--- src/core/pcs_defs.svh ---
// Purpose: Constants for the clock synthesizer counter and switch control
// Assumes: System clock of 40 MHz
// Notes:   Divider values are carried as value minus one
`ifndef PCS_DEFS_SVH
`define PCS_DEFS_SVH
// ----------------------------------------------------------------------
// Timing
// ----------------------------------------------------------------------
`define PCS_CLK_MHZ        40
`define PCS_BAD_TIMEOUT_NS 1000
`define PCS_BAD_CYC ((`PCS_BAD_TIMEOUT_NS*`PCS_CLK_MHZ+999)/1000)
`define PCS_LOCK_CNT       4'hf
// ----------------------------------------------------------------------
// Widths and counts
// ----------------------------------------------------------------------
`define PCS_NM_W           9
`define PCS_POST_W         10
`define PCS_HIGH_W         9
`define PCS_NUM_INT        6
`define PCS_NUM_EXT        4
`define PCS_NUM_DIV        10
`define PCS_SCAN_LEN       18
`define PCS_NON50_MAX      10'h1ff
// ----------------------------------------------------------------------
// Scan chain fields, step reset value and step limits
// ----------------------------------------------------------------------
`define PCS_SCAN_M_LSB     0
`define PCS_SCAN_N_LSB     9
`define PCS_STEP_RST       16'h4000
`define PCS_STEP_MIN       16'h0001
`define PCS_STEP_MAX       16'hffff
`endif

--- src/core/pcs_pkg.sv ---
// Purpose: Types for the clock synthesizer counter and switch control
// Assumes: Used with pcs_defs.svh
// Notes:   Select code matches the active reference output level
package pcs_pkg;
  typedef enum logic {
    PCS_REF_SECONDARY = 1'b0,
    PCS_REF_PRIMARY   = 1'b1
  } pcs_sel_e;
endpackage

--- src/core/pcs_ctrl.sv ---
// Purpose: Counter, gating, switchover, lock and scan control of a clock
//          synthesizer, modelled on the system clock
// Assumes: All inputs synchronous to clk; the oscillator is a numeric
//          phase accumulator ticking at most once per clk
// Notes:   Pre-scale and feedback values come from the scan chain
`timescale 1ns/1ps
`include "pcs_defs.svh"
module pcs_ctrl (
  // Clock and reset
  input  wire logic        clk,
  input  wire logic        resetn,
  // Reference and feedback inputs
  input  wire logic        ref_primary,
  input  wire logic        ref_secondary,
  input  wire logic        fb_in,
  input  wire logic        ext_fb_sel,
  // General control
  input  wire logic        pll_enable,
  input  wire logic        areset,
  input  wire logic        switch_req,
  input  wire logic        pfd_enable,
  // Output enables and pin mode
  input  wire logic [5:0]  clk_ena,
  input  wire logic [3:0]  ext_ena,
  input  wire logic        diff_mode,
  // Post-scale setup, divider 0..3 global, 4..5 regional, 6..9 external
  input  wire logic [99:0] post_div,
  input  wire logic [9:0]  post_half,
  input  wire logic [89:0] post_high,
  // Scan chain
  input  wire logic        scan_clk,
  input  wire logic        scan_data,
  input  wire logic        scan_clear,
  output logic             scan_out,
  // Clock outputs
  output logic [5:0]       clk_out,
  output logic [3:0]       ext_out_p,
  output logic [3:0]       ext_out_n,
  output logic             single_external_out,
  // Status
  output logic             clock_loss,
  output logic [1:0]       ref_bad,
  output logic             active_ref,
  output logic             locked
);
  // ----------------------------------------------------------------------
  // Declarations
  // ----------------------------------------------------------------------
  pcs_pkg::pcs_sel_e          sel;
  pcs_pkg::pcs_sel_e          next_sel;
  logic [1:0]                 ref_prev;
  logic [1:0]                 ref_rise;
  logic [15:0]                bad_cnt [2];
  logic                       sw_prev;
  logic                       sw_rise;
  logic                       auto_sw;
  logic                       run;
  logic                       sel_rise;
  logic [`PCS_SCAN_LEN-1:0]   chain;
  logic                       sclk_prev;
  logic                       sclk_rise;
  logic [`PCS_NM_W-1:0]       n_m1;
  logic [`PCS_NM_W-1:0]       m_m1;
  logic [`PCS_NM_W-1:0]       n_cnt;
  logic [`PCS_NM_W-1:0]       m_cnt;
  logic                       ref_pulse;
  logic [15:0]                acc;
  logic [16:0]                acc_sum;
  logic                       osc_tick;
  logic                       fb_prev;
  logic                       fb_pulse;
  logic [15:0]                step;
  logic [1:0]                 fb_seen;
  logic [3:0]                 lock_cnt;
  logic [`PCS_NUM_DIV-1:0]    ena_all;
  logic [`PCS_NUM_DIV-1:0]    raw_w;
  logic [`PCS_NUM_DIV-1:0]    out_q;

  // ----------------------------------------------------------------------
  // Reference edges, bad detection and selection
  // ----------------------------------------------------------------------
  assign run       = pll_enable & ~areset;
  assign ref_rise  = {ref_secondary, ref_primary} & ~ref_prev;
  assign sw_rise   = switch_req & ~sw_prev;
  assign auto_sw   = clock_loss & ~ref_bad[sel];
  assign sel_rise  = ref_rise[~sel];
  assign active_ref = (sel == pcs_pkg::PCS_REF_PRIMARY);
  assign clock_loss = ref_bad[~sel];

  // Edge history for references, request and scan clock
  always_ff @(posedge clk) begin
    if (!resetn) begin
      ref_prev  <= 2'h0;
      sw_prev   <= 1'b0;
      sclk_prev <= 1'b0;
      fb_prev   <= 1'b0;
    end else begin
      ref_prev  <= {ref_secondary, ref_primary};
      sw_prev   <= switch_req;
      sclk_prev <= scan_clk;
      fb_prev   <= fb_in;
    end
  end

  // Per-reference silence counter; saturates at the timeout
  for (genvar r = 0; r < 2; r++) begin : g_bad
    always_ff @(posedge clk) begin
      if (!resetn || ref_rise[r])
        bad_cnt[r] <= 16'h0000;
      else if (bad_cnt[r] != 16'(`PCS_BAD_CYC))
        bad_cnt[r] <= bad_cnt[r] + 16'h0001;
    end
    assign ref_bad[r] = (bad_cnt[r] == 16'(`PCS_BAD_CYC));
  end

  // Manual request wins; automatic switch only toward a live reference
  always_comb begin
    next_sel = sel;
    unique case (sel)
      pcs_pkg::PCS_REF_PRIMARY: begin
        if (sw_rise || auto_sw)
          next_sel = pcs_pkg::PCS_REF_SECONDARY;
      end
      pcs_pkg::PCS_REF_SECONDARY: begin
        if (sw_rise || auto_sw)
          next_sel = pcs_pkg::PCS_REF_PRIMARY;
      end
    endcase
  end

  always_ff @(posedge clk) begin
    if (!resetn)
      sel <= pcs_pkg::PCS_REF_PRIMARY;
    else
      sel <= next_sel;
  end

  // ----------------------------------------------------------------------
  // Scan chain, holds feedback and pre-scale values minus one
  // ----------------------------------------------------------------------
  assign sclk_rise = scan_clk & ~sclk_prev;
  assign scan_out  = chain[`PCS_SCAN_LEN-1];
  assign m_m1 = chain[`PCS_SCAN_M_LSB +: `PCS_NM_W];
  assign n_m1 = chain[`PCS_SCAN_N_LSB +: `PCS_NM_W];

  // Clear beats a shift arriving in the same cycle
  always_ff @(posedge clk) begin
    if (!resetn || scan_clear)
      chain <= '0;
    else if (sclk_rise)
      chain <= {chain[`PCS_SCAN_LEN-2:0], scan_data};
  end

  // ----------------------------------------------------------------------
  // Pre-scale, oscillator, feedback and detector
  // ----------------------------------------------------------------------
  assign ref_pulse = sel_rise & (n_cnt == n_m1);
  assign acc_sum   = {1'b0, acc} + {1'b0, step};
  assign fb_pulse  = ext_fb_sel ? (fb_in & ~fb_prev)
                                : (osc_tick & (m_cnt == m_m1));

  // Counters restart while stopped so outputs come back aligned
  always_ff @(posedge clk) begin
    if (!resetn || !run) begin
      n_cnt    <= '0;
      m_cnt    <= '0;
      acc      <= 16'h0000;
      osc_tick <= 1'b0;
    end else begin
      if (sel_rise)
        n_cnt <= ref_pulse ? '0 : n_cnt + 9'h001;
      if (osc_tick)
        m_cnt <= (m_cnt == m_m1) ? '0 : m_cnt + 9'h001;
      acc      <= acc_sum[15:0];
      osc_tick <= acc_sum[16];
    end
  end

  // Oscillator rate nudged by detector; step held when detector is off
  always_ff @(posedge clk) begin
    if (!resetn)
      step <= `PCS_STEP_RST;
    else if (pfd_enable && run) begin
      if (ref_pulse && !fb_pulse && step != `PCS_STEP_MAX)
        step <= step + 16'h0001;
      else if (fb_pulse && !ref_pulse && step != `PCS_STEP_MIN)
        step <= step - 16'h0001;
    end
  end

  // Lock: a run of reference periods each holding exactly one feedback
  always_ff @(posedge clk) begin
    if (!resetn || !run) begin
      fb_seen  <= 2'h0;
      lock_cnt <= 4'h0;
    end else if (ref_pulse) begin
      fb_seen  <= {1'b0, fb_pulse};
      if (fb_seen == 2'h1 && lock_cnt != `PCS_LOCK_CNT)
        lock_cnt <= lock_cnt + 4'h1;
      else if (fb_seen != 2'h1)
        lock_cnt <= 4'h0;
    end else if (fb_pulse && fb_seen != 2'h2) begin
      fb_seen  <= fb_seen + 2'h1;
    end
  end
  assign locked = (lock_cnt == `PCS_LOCK_CNT);

  // ----------------------------------------------------------------------
  // Post-scale dividers with glitch-free gating
  // ----------------------------------------------------------------------
  assign ena_all = {ext_ena, clk_ena};

  for (genvar g = 0; g < `PCS_NUM_DIV; g++) begin : g_post
    logic [`PCS_POST_W-1:0] cnt;
    logic [`PCS_POST_W-1:0] lim;
    logic [`PCS_POST_W:0]   thr;
    logic                   en_eff;
    logic                   en_nxt;
    logic                   raw_prev;
    logic [`PCS_POST_W-1:0] req;
    assign req = post_div[g*`PCS_POST_W +: `PCS_POST_W];
    // Non-half duty caps at 512 to keep the high count representable
    assign lim = (post_half[g] || req <= `PCS_NON50_MAX) ? req
               : `PCS_NON50_MAX;
    assign thr = post_half[g]
               ? ({1'b0, lim} + 11'h002) >> 1
               : {2'b00, post_high[g*`PCS_HIGH_W +: `PCS_HIGH_W]};
    assign raw_w[g] = ({1'b0, cnt} < thr);
    // A high phase under way keeps its gate; divide-by-one has no low phase
    assign en_nxt = (raw_w[g] && raw_prev && lim != '0) ? en_eff
                  : ena_all[g];

    // Gate decided as each high phase starts, so no pulse is ever cut
    always_ff @(posedge clk) begin
      if (!resetn || !run) begin
        cnt    <= '0;
        en_eff <= 1'b0;
        raw_prev <= 1'b0;
        out_q[g] <= 1'b0;
      end else begin
        if (osc_tick)
          cnt <= (cnt == lim) ? '0 : cnt + 10'h001;
        raw_prev <= raw_w[g];
        en_eff   <= en_nxt;
        out_q[g] <= raw_w[g] & en_nxt;
      end
    end
  end

  // Output mapping; n pin is complement only in pair mode
  assign clk_out   = out_q[5:0];
  assign ext_out_p = out_q[9:6];
  assign ext_out_n = diff_mode ? ~out_q[9:6] : out_q[9:6];
  assign single_external_out = out_q[0];
endmodule

--- config.mk ---
export PLATFORM = sky130hd
export DESIGN_NAME = pcs_ctrl
export DESIGN_NICKNAME = d
export VERILOG_FILES = /design/src/core/pcs_pkg.sv /design/src/core/pcs_ctrl.sv
export VERILOG_INCLUDE_DIRS = /design/src /design/src/core
export SDC_FILE = /design/constraint.sdc
export NUM_CORES = 1
export LEC_CHECK = 0
export ABC_AREA = 1
export BUFFER_PORTS_ARGS = -buffer_cell sky130_fd_sc_hd__buf_2
export CORE_ASPECT_RATIO = 1.4
export CORE_MARGIN = 2
export CORE_UTILIZATION = 55
export CTS_BUF_LIST = sky130_fd_sc_hd__clkbuf_8
export DETAILED_ROUTE_END_ITERATION = 10
export PLACE_DENSITY = 0.86
export SYNTH_ARGS = -nofsm -noshare
export SYNTH_HDL_FRONTEND = slang
export SYNTH_SLANG_ARGS = --single-unit
export TNS_END_PERCENT = 100
--- constraint.sdc ---
create_clock -name clk -period 2.62 [get_ports clk]
set_input_delay 0.131 -clock clk [delete_from_list [all_inputs] [get_ports clk]]
set_output_delay 0.131 -clock clk [all_outputs]
set_load 0.02 [all_outputs]
==> impl_metrics.env, run 1 <==
export IMPL_status="finished clean"
export IMPL_fin_total_pwr_w=0.009543
export IMPL_grt_pass1_wl_um=90570
export IMPL_synth_edf_count=32
export IMPL_rrSetupSlack_ns=0.29
export IMPL_hp_class="input pin to flop"
export IMPL_hold_start="areset"
export IMPL_postSynthCellCount=2804
export IMPL_synth_fp_nets=3167
export IMPL_grt_pass1_vias=20110
export IMPL_syn2layout_area_growth_pct=22.84
export IMPL_cts_buffer_depth=3
export IMPL_power_frac_seq_pct=40.4
export IMPL_multiInputGateArea_mm2=0.01178
export IMPL_crit_path_max_fanout=4
export IMPL_vias=20150
export IMPL_clkPwrFrac_pct=40.4
export IMPL_reg2reg_depth=9
export IMPL_hold_depth=5
export IMPL_drt_first_pass_iters=7
export IMPL_io_buffers=244
export IMPL_viasPerCell=5.396
export IMPL_routed_wl_um=54950
export IMPL_dpl_cell_area_mm2=0.02164
export IMPL_crit_type="input pin to flop"
export IMPL_powerDensity_mw_per_mm2=417.8
export IMPL_die_area_mm2=0.03531
export IMPL_whs_endpoint="acc[2]$_SDFF_PP0_"
export IMPL_whs_ns=0.06992
export IMPL_skew_ns=0.03399
export IMPL_fillers=2824
export IMPL_ant_nets=0
export IMPL_htree_levels=2
export IMPL_r2r_start="bad_cnt[0][0]$_SDFFCE_PN0P_"
export IMPL_p_leak_nw=10.87
export IMPL_cts_root_buf="clkbuf_8"
export IMPL_routabilityCongestion=0.9575
export IMPL_final_max_slew_viol_count=0
export IMPL_clock_fmax_mhz=427.7
export IMPL_synth_seq_area_share_pct=27.89
export IMPL_path_common_cell="nand2_1"
export IMPL_place_inst=3637
export IMPL_ys_types=59
export IMPL_initial_core_util_pct=55.82
export IMPL_synth_seq_cells=243
export IMPL_p_int_w=0.006814
export IMPL_r2r_end="bad_cnt[0][13]$_SDFFCE_PN0P_"
export IMPL_crit_chain="buf_2, inv_2, nand2_4, inv_2, nor2_1, inv_1, ha_2, nand3_1, nor2_1, nand2_1, nor2_1, nand2_1, xor2_1, nand2_1, o21ai_0, ha_1, nand2_1, nor4_2, o21ai_0, nand2_1, nor2_1, o21ai_1, nor3_1"
export IMPL_p_sw_w=0.002729
export IMPL_worst_pin_slew_ns=0.9554
export IMPL_path_clk_slew_ns=0.06
export IMPL_ir_drop_uv=429.3
export IMPL_cts_buffers=41
export IMPL_slowest_stage="ha_1"
export IMPL_yosysWarningCount=0
export IMPL_worstPathRequired_ns=3.03
export IMPL_drive_gt1_share_pct=17.91
export IMPL_core_rowCount=79
export IMPL_timing_final_crit_share_pct=89.23
export IMPL_cts_tree="done"
export IMPL_synth_main_ff_cell="dfxtp_1"
export IMPL_nets=3620
export IMPL_detail_route_wl_per_cell_um=14.72
export IMPL_drc=0
export IMPL_grt_ovfl_total=0
export IMPL_netlist_area_mm2=0.01859
export IMPL_finalCoreUtilization_pct=68.57
export IMPL_fin_crit_ns=2.338
export IMPL_die_y_um=221.6
export IMPL_first_iter_violations=1252
export IMPL_rsz0062_at_grt="true"
export IMPL_clock_latency_ns=0.59
export IMPL_clock_sink_count=243
export IMPL_arrival_ns=2.75
export IMPL_grt_max_degree=45
export IMPL_seq_area_mm2=0.005186
export IMPL_die_width_um=159.4
export IMPL_power_frac_comb_pct=19.2
export IMPL_finalSetupViolations=0
export IMPL_cp_slowest_stage_delay_ns=0.29
export IMPL_cp_end_kind="flop"
export IMPL_maxCapViolCount=0
export IMPL_synthArstFlopShare_pct=0
export IMPL_finalHoldViolations=0
export IMPL_grt_use_total_pct=30.35
export IMPL_antenna_found_initial=1
export IMPL_start_kind="input pin"
export IMPL_dp_hpwl_um=43440
export IMPL_slew_headroom_pct=36.22
export IMPL_syn_mean_instance_area_um2=6.631
export IMPL_final_common_cell="nand2_1"
export IMPL_core_mm2=0.03331
export IMPL_switching_share_pct=28.60
export IMPL_fin_area_mm2=0.02284
export IMPL_final_cells=3734
export IMPL_final_cell_mix="nand2_1, nor2_1, inv_1, buf_2, dfxtp_1"
export IMPL_pin_count=245
flip-flops by register name (all words and copies together), names as in the netlist, 5 cells and up:
name	count
acc	16
clk_out	5
g_post.raw_prev	10
n_cnt	9
bad_cnt	32
g_post.cnt	100
chain	18
g_post.en_eff	10
m_cnt	9
step	16
metrics by stage:
step                setup WS (ns)  setup TNS, ns
CTS                        0.2520              0
detailed placement        -0.3524         -5.098
floorplan               0.0008653              0
global placement          -0.1661         -1.834
global route             -0.03536       -0.08667
finish                     0.2822              0
power by group through the flow:
stage	clock (W)	combinational [W]	sequential, W
5_1_grt	0.00407	0.00204	0.00386
2_1_floorplan	0	0.00104	0.00393
6_report	0.00385	0.00183	0.00386
3_3_place_gp	0	0.00172	0.00394
3_5_place_dp	0	0.00177	0.00394
4_1_cts	0.00393	0.00181	0.00386
synthesized netlist by cell type (all sizes together) (15+ instances only):
cell type,n,area (um^2)
nand3,115,585.6
a21oi,192,975.9
nor2,407,1563
xnor2,34,297.8
edfxtp,32,960.9
nor3b,15,112.6
or2,18,112.6
inv,379,1423
xor2,131,1147
nor3,106,545.5
ha,138,1727
a21o,15,112.6
nand4,52,337.8
nand2,586,2247
dfxtp,211,4224
o22ai,22,137.6
o21ai,174,878.3
nor4,33,225.2
buf,32,178.9
clkbuf,23,87.58
worst max-delay path: cells and delay by family:
family | cells | cell delay [ns]
XOR/XNOR | 1 | 0.14
buffers and inverters | 4 | 0.30
AO/OA/AOI/OAI | 3 | 0.41
adder cells (fa/ha/maj) | 2 | 0.46
AND/OR/NAND/NOR | 13 | 1.30
timing repair:
| action | in CTS | in global routing |
|---|---|---|
| hold endpoints to repair | 29 | 0 |
| gates resized for setup | 0 | 18 |
| setup buffers | 0 | 0 |
| setup endpoints to repair | 0 | 13 |
| hold buffers | 22 | 0 |
cell families after synthesis:
| kind of cell | share of synthesized area, % |
|---|---|
| and+or+nand+nor | 31.14 |
| adders and majority gates | 9.394 |
| AOI/OAI and AO/OA | 14.13 |
| xor gates and xnor gates | 7.772 |
| muxes | 0.5383 |
| DFF | 27.89 |
| buffers and inverters | 9.145 |
final cells by class:
| type | count | share of cell area (%) |
|---|---|---|
| Tap cell | 445 | 2.438 |
| Timing Repair Buffer | 465 | 12.91 |
| Inverter | 382 | 6.277 |
| Multi-Input combinational cell | 2124 | 51.58 |
| Antenna cell | 1 | 0.01096 |
| Sequential cell | 243 | 22.70 |
| Clock buffer | 49 | 2.952 |
| Clock inverter | 25 | 1.128 |
metal layers:
| layer | track usage, % | wire (um) |
|---|---|---|
| met1 | 30.68 | 20480 |
| met2 | 59.17 | 28960 |
| met3 | 3.741 | 2487 |
| met4 | 17.45 | 3018 |
| met5 | 0 | 0 |
worst max path at each step:
stage | from | to | depth (start not counted)
2_1_floorplan | post_half[2] | clk_out[2]$_SDFF_PP0_ | 23
4_1_cts | post_half[8] | g_post[8].en_eff$_SDFF_PP0_ | 16
3_5_place_dp | post_half[8] | g_post[8].en_eff$_SDFF_PP0_ | 16
6_report | post_half[2] | clk_out[2]$_SDFF_PP0_ | 23
3_3_place_gp | post_half[5] | clk_out[5]$_SDFF_PP0_ | 20
5_1_grt | post_half[2] | g_post[2].en_eff$_SDFF_PP0_ | 23
No activity file was read; power rests on OpenSTA's default activity.
==> run 2: changes to the inputs <==
--- a/config.mk
+++ b/config.mk
@@ -6,7 +6,6 @@
 export SDC_FILE = /design/constraint.sdc
 export NUM_CORES = 1
 export LEC_CHECK = 0
-export ABC_AREA = 1
 export BUFFER_PORTS_ARGS = -buffer_cell sky130_fd_sc_hd__buf_2
 export CORE_ASPECT_RATIO = 1.4
 export CORE_MARGIN = 2
@@ -14,6 +13,7 @@
 export CTS_BUF_LIST = sky130_fd_sc_hd__clkbuf_8
 export DETAILED_ROUTE_END_ITERATION = 10
 export PLACE_DENSITY = 0.86
+export SLEW_MARGIN = 20
 export SYNTH_ARGS = -nofsm -noshare
 export SYNTH_HDL_FRONTEND = slang
 export SYNTH_SLANG_ARGS = --single-unit
==> impl_metrics.env, run 2 <==
export IMPL_setup_slack_ns=0.1167
export IMPL_synth_edf_count=32
export IMPL_antenna_found_initial=8
export IMPL_detail_route_wl_per_cell_um=15.73
export IMPL_cts_root_buf="clkbuf_8"
export IMPL_grt_pass1_wl_um=78210
export IMPL_crit_chain="buf_4, ha_1, and3_1, and3_1, a311o_2, or3_1, a21oi_1, xor2_1, and2_1"
export IMPL_drc=0
export IMPL_arrival_ns=2.93
export IMPL_final_cell_mix="nand2_1, buf_2, nor2_1, dfxtp_1, xor2_1"
export IMPL_largest_reg_flops=100
export IMPL_netlist_area_leader_share_pct=23.33
export IMPL_synth_top_cells_by_area="dfxtp_1, ha_1, xor2_1, nand2_1, edfxtp_1"
export IMPL_die_width_um=157.4
export IMPL_status="finished clean"
export IMPL_fin_crit_ns=2.503
export IMPL_initial_core_util_pct=55.89
export IMPL_grt_max_degree=65
export IMPL_vias=18030
export IMPL_slowest_stage="a311o_2"
export IMPL_synthArstFlopShare_pct=0
export IMPL_clock_latency_ns=0.57
export IMPL_grt_pass1_vias=17790
export IMPL_cp_end_kind="flop"
export IMPL_reg2reg_depth=9
export IMPL_crit_cells=9
export IMPL_synth_fp_nets=2677
export IMPL_reg_top3="g_post.cnt (100), bad_cnt (32), chain (18)"
export IMPL_timing_final_crit_share_pct=95.55
export IMPL_finalSetupViolations=0
export IMPL_htree_levels=2
export IMPL_slew_headroom_pct=53.23
export IMPL_fillers=2591
export IMPL_synth_most_common_cell="nand2_1"
export IMPL_cts_buffers=40
export IMPL_place_ws_ns=-0.2683
export IMPL_synth_main_ff_cell="dfxtp_1"
export IMPL_drive_gt1_share_pct=17.42
export IMPL_yosysTopAreaCell="dfxtp_1"
export IMPL_clock_sink_count=243
export IMPL_path_clk_slew_ns=0.07
export IMPL_worst_pin_slew_ns=0.7015
export IMPL_crit_path_max_fanout=7
export IMPL_clock_fmax_mhz=399.5
export IMPL_synth_seq_area_share_pct=28.63
export IMPL_hold_depth=6
export IMPL_dp_hpwl_um=35960
export IMPL_syn_mean_instance_area_um2=7.825
export IMPL_routed_wl_um=48220
export IMPL_drt_first_pass_iters=5
export IMPL_hp_class="input pin to flop"
export IMPL_ys_types=71
export IMPL_first_iter_violations=1047
export IMPL_core_rowCount=78
export IMPL_ir_drop_uv=375.5
export IMPL_regMostFlops="g_post.cnt"
export IMPL_maxCapViolCount=0
export IMPL_die_y_um=218.7
export IMPL_synth_common_cells="nand2_1, nor2_1, dfxtp_1, xor2_1, a21oi_1"
export IMPL_yosysWarningCount=0
export IMPL_io_buffers=244
export IMPL_grt_use_total_pct=26.90
export IMPL_start_kind="flop"
export IMPL_worstPathRequired_ns=3.05
export IMPL_synth_seq_cells=243
export IMPL_fin_total_pwr_w=0.009047
export IMPL_viasPerCell=5.880
export IMPL_pin_count=245
export IMPL_netlist_area_mm2=0.01811
export IMPL_path_common_cell="and3_1"
export IMPL_routabilityCongestion=0.9308
export IMPL_finalHoldViolations=0
export IMPL_crit_type="flop to flop"
export IMPL_final_common_cell="nand2_1"
export IMPL_powerDensity_mw_per_mm2=421.9
export IMPL_postSynthCellCount=2314
export IMPL_ant_nets=0
export IMPL_skew_ns=0.03272
export IMPL_nets=2950
export IMPL_syn2layout_area_growth_pct=18.41
export IMPL_cp_slowest_stage_delay_ns=0.46
export IMPL_critPathTopFamily="simple AND/OR/NAND/NOR gates"
export IMPL_die_area_mm2=0.03441
export IMPL_cts_tree="done"
export IMPL_grt_ovfl_total=0
export IMPL_final_max_slew_viol_count=0
export IMPL_crit_buf_inv=1
export IMPL_core_mm2=0.03240
export IMPL_p_leak_nw=9.135
export IMPL_rsz0062_at_grt="false"
export IMPL_cts_buffer_depth=3
==> run 2: changes by cell type in the layout (fill, tap and decap cells not counted), moves of 48 or more <==
cell | before | now
and3_1 | 1 | 49
buf_4 | 198 | 96
inv_1 | 378 | 65
nand2_1 | 569 | 260
nor2_1 | 398 | 214
xnor2_1 | 34 | 89
xor2_1 | 131 | 182
==> run 2: tightest hold or removal path, delay by kind of cell <==
family | cells | cell delay, ns
AOI/OAI and AO/OA | 1 | 0.09
and+or+nand+nor | 4 | 0.28
buffers and inverters | 1 | 0.11
==> run 2: cell type report <==
class	count	area [um^2]	area share, %
diodes	8	20.02	0.09337
clock buffers	51	701.9	3.274
clock inverters	22	198.9	0.9279
inverters	53	198.9	0.9279
multi-input cells	1889	12420	57.93
flip-flops and latches	243	5187	24.19
well taps	440	550.5	2.568
repair buffers	360	2162	10.08
==> run 2: final timing paths <==
| path | from | endpoint | slack, ns |
|---|---|---|---|
| max | step[0]$_SDFFE_PN0P_ | step[5]$_SDFFE_PN0P_ | 0.12 |
| min | post_div[50] | clk_out[5]$_SDFF_PP0_ | 0.11 |
| max reg2reg | step[0]$_SDFFE_PN0P_ | step[5]$_SDFFE_PN0P_ | 0.12 |
| min reg2reg | g_post[6].en_eff$_SDFF_PP0_ | g_post[6].en_eff$_SDFF_PP0_ | 0.46 |
==> run 2: per-layer routing <==
metal  part of all wire, %  track usage [%]  vias up  wire [um]
met5                 0.027                0        -         13
met4                   4.5            14.12        2       2193
met3                   5.1            4.581      198       2466
met2                    51            50.38      573      24690
met1                    39            28.33     8510      18860
li1                      -                -     8744          -
==> run 2: cell families (layout without fill, tap and decap cells) <==
group | after synthesis | count (layout) | share of synthesized area (%)
mux | 44 | 44 | 2.460
fa+ha+maj | 139 | 139 | 9.646
other cells | 0 | 8 | 0
buf+inv | 182 | 486 | 3.828
xor+xnor | 271 | 271 | 13.11
simple gates | 973 | 973 | 26.77
compound gates | 462 | 462 | 15.55
flops | 243 | 243 | 28.63
==> run 2: repair_timing <==
action                                 in CTS  in global routing
endpoints found under the hold margin      38                  0
hold buffers                               18                  0
gates resized for setup                     0                  7
setup buffers                               0                  2
setup endpoints to repair                   0                  6
==> run 2: per-stage QoR <==
| stage | hold WS, ns | util [%] | setup TNS (ns) | cells | cell area (um^2) |
|---|---|---|---|---|---|
| 4_1_cts | 0.08828 | 66.00 | 0 | 3056 | 21390 |
| 3_5_place_dp | 0.3535 | 62.67 | -1.485 | 2965 | 20300 |
| 5_1_grt | 0.1128 | 66.15 | 0 | 3063 | 21430 |
| 2_1_floorplan | 0.2527 | - | -0.1394 | 2314 | 18430 |
| 6_report | 0.1115 | 66.17 | 0 | 3066 | 21440 |
| 3_3_place_gp | 0.3510 | 62.67 | -0.2834 | 2965 | 20300 |
==> run 2: report_power, final <==
| part | switching [W] | internal (W) | leakage, nW | total (W) |
|---|---|---|---|---|
| sequential | 0.0000300 | 0.00380 | 2.10 | 0.00383 |
| clock | 0.00160 | 0.00215 | 0.505 | 0.00374 |
| combinational | 0.000810 | 0.000664 | 6.53 | 0.00147 |
| total | 0.00244 | 0.00661 | 9.14 | 0.00905 |
==> run 3: changes to the inputs <==
--- a/config.mk
+++ b/config.mk
@@ -9,10 +9,12 @@
 export BUFFER_PORTS_ARGS = -buffer_cell sky130_fd_sc_hd__buf_2
 export CORE_ASPECT_RATIO = 1.4
 export CORE_MARGIN = 2
-export CORE_UTILIZATION = 55
+export CORE_UTILIZATION = 62
 export CTS_BUF_LIST = sky130_fd_sc_hd__clkbuf_8
+export CTS_CLUSTER_DIAMETER = 150
 export DETAILED_ROUTE_END_ITERATION = 10
-export PLACE_DENSITY = 0.86
+export GPL_ROUTABILITY_DRIVEN = 0
+export PLACE_DENSITY = 0.91
 export SLEW_MARGIN = 20
 export SYNTH_ARGS = -nofsm -noshare
 export SYNTH_HDL_FRONTEND = slang
==> constraint.sdc (replaced) <==
create_clock -name clk -period 2.9 [get_ports clk]
set_input_delay 0.145 -clock clk [delete_from_list [all_inputs] [get_ports clk]]
set_output_delay 0.145 -clock clk [all_outputs]
set_load 0.02 [all_outputs]
==> impl_metrics.env, run 3 (same netlist as run 2, synthesis figures left out) <==
export IMPL_routed_wl_um=46350
export IMPL_core_rowCount=74
export IMPL_cp_end_kind="flop"
export IMPL_finalHoldViolations=0
export IMPL_final_cell_mix="nand2_1, buf_2, nor2_1, dfxtp_1, xor2_1"
export IMPL_syn2layout_area_growth_pct=14.46
export IMPL_final_common_cell="nand2_1"
export IMPL_die_area_mm2=0.03061
export IMPL_die_y_um=206.2
export IMPL_maxCapViolCount=0
export IMPL_multiInputGateArea_mm2=0.01224
export IMPL_worst_pin_slew_ns=0.8157
export IMPL_dpl_cell_area_mm2=0.01975
export IMPL_worstPathRequired_ns=3.37
export IMPL_seq_area_mm2=0.005186
export IMPL_status="finished clean"
export IMPL_crit_type="flop to flop"
export IMPL_finalCoreUtilization_pct=71.52
export IMPL_cts_tree="done"
export IMPL_crit_path_max_fanout=2
export IMPL_ant_nets=0
export IMPL_nets=2907
export IMPL_cts_buffers=40
export IMPL_hp_class="input pin to flop"
export IMPL_grt_pass1_wl_um=76340
export IMPL_cts_root_buf="clkbuf_8"
export IMPL_reg2reg_depth=11
export IMPL_path_clk_slew_ns=0.07
export IMPL_pin_count=245
export IMPL_io_buffers=244
export IMPL_drive_gt1_share_pct=14.91
export IMPL_drc=0
export IMPL_fin_crit_ns=2.704
export IMPL_skew_ns=0.01636
export IMPL_arrival_ns=3.18
export IMPL_cts_buffer_depth=3
export IMPL_hold_depth=3
export IMPL_first_iter_violations=1175
export IMPL_clock_sink_count=243
export IMPL_viasPerCell=6.047
export IMPL_rsz0062_at_grt="false"
export IMPL_ir_drop_uv=459.0
export IMPL_core_mm2=0.02898
export IMPL_clock_latency_ns=0.55
export IMPL_finalSetupViolations=0
export IMPL_grt_use_total_pct=29.22
export IMPL_initial_core_util_pct=62.48
export IMPL_final_max_slew_viol_count=0
export IMPL_die_width_um=148.4
export IMPL_antenna_found_initial=3
export IMPL_reg_top3="g_post.cnt (100), bad_cnt (32), chain (18)"
export IMPL_start_kind="flop"
export IMPL_grt_max_degree=65
export IMPL_cts_resized=0
export IMPL_powerDensity_mw_per_mm2=373.5
export IMPL_fin_total_pwr_w=0.007741
export IMPL_grt_ovfl_total=0
export IMPL_detail_route_wl_per_cell_um=15.70
export IMPL_largest_reg_flops=100
export IMPL_fillers=2154
export IMPL_dp_hpwl_um=34670
export IMPL_regMostFlops="g_post.cnt"
export IMPL_p_leak_nw=8.818
export IMPL_vias=17850
export IMPL_drt_first_pass_iters=6
export IMPL_fin_area_mm2=0.02073
export IMPL_timing_final_crit_share_pct=93.26
export IMPL_slew_headroom_pct=44.91
export IMPL_grt_pass1_vias=17190
export IMPL_htree_levels=2
export IMPL_clock_fmax_mhz=369.8
## run 3: worst paths after layout
check        slack (ns)                        start                           to
max reg2reg        0.20         step[0]$_SDFFE_PN0P_           acc[14]$_SDFF_PP0_
min                0.05                       resetn        step[14]$_SDFFE_PN1P_
min reg2reg        0.46  g_post[1].en_eff$_SDFF_PP0_  g_post[1].en_eff$_SDFF_PP0_
max                0.20         step[0]$_SDFFE_PN0P_           acc[14]$_SDFF_PP0_
## run 3: power breakdown
| group | switching [W] | internal [W] |
|---|---|---|
| registers | 0.0000290 | 0.00343 |
| logic | 0.000705 | 0.000546 |
| clock network | 0.00136 | 0.00167 |
| total | 0.00209 | 0.00565 |
## run 3: metrics by stage
stage	TNS (ns)	hold WS, ns	cells	worst slack [ns]
floorplan	-0.1010	0.2667	2314	-0.1010
CTS	0	0.01731	2949	0.2146
detailed placement	-0.1097	0.3682	2865	-0.07219
global placement	0	0.3621	2865	0.06664
global route	0	0.07020	2951	0.009221
finish	0	0.05239	2952	0.1956
## run 3: metal layers
metal	part of all wire, %	GRT usage [%]	vias to the layer above	routed length (um)
met3	6.4	5.430	181	2967
met4	4.4	13.91	0	2021
li1	-	-	8641	-
met2	51	54.63	722	23480
met5	0	0	-	0
met1	39	31.54	8306	17880
## run 3: what timing repair did
item	CTS	global route
setup buffers	0	0
hold endpoints to repair	27	0
endpoints found under the setup margin	0	0
hold buffers	17	0
## run 3: worst max-delay path, stage by stage (launching register included)
cell and delay, ns:
dfxtp_1 0.33, ha_1 0.21, inv_1 0.08, fa_1 0.39, nor2b_1 0.17, o21ai_0 0.13
a21oi_1 0.17, nor2_1 0.08, o21ai_0 0.31, a21oi_1 0.14, a211oi_1 0.39, mux2i_1 0.22
## run 3: final cells by class
class / instances / area share (%)
diodes: 3 / 0.03622
clock buffers: 48 / 3.187
clock inverters: 19 / 0.6459
inverters: 53 / 0.9599
multi-input cells: 1889 / 59.05
flip-flops and latches: 243 / 25.02
well taps: 380 / 2.294
repair buffers: 317 / 8.802
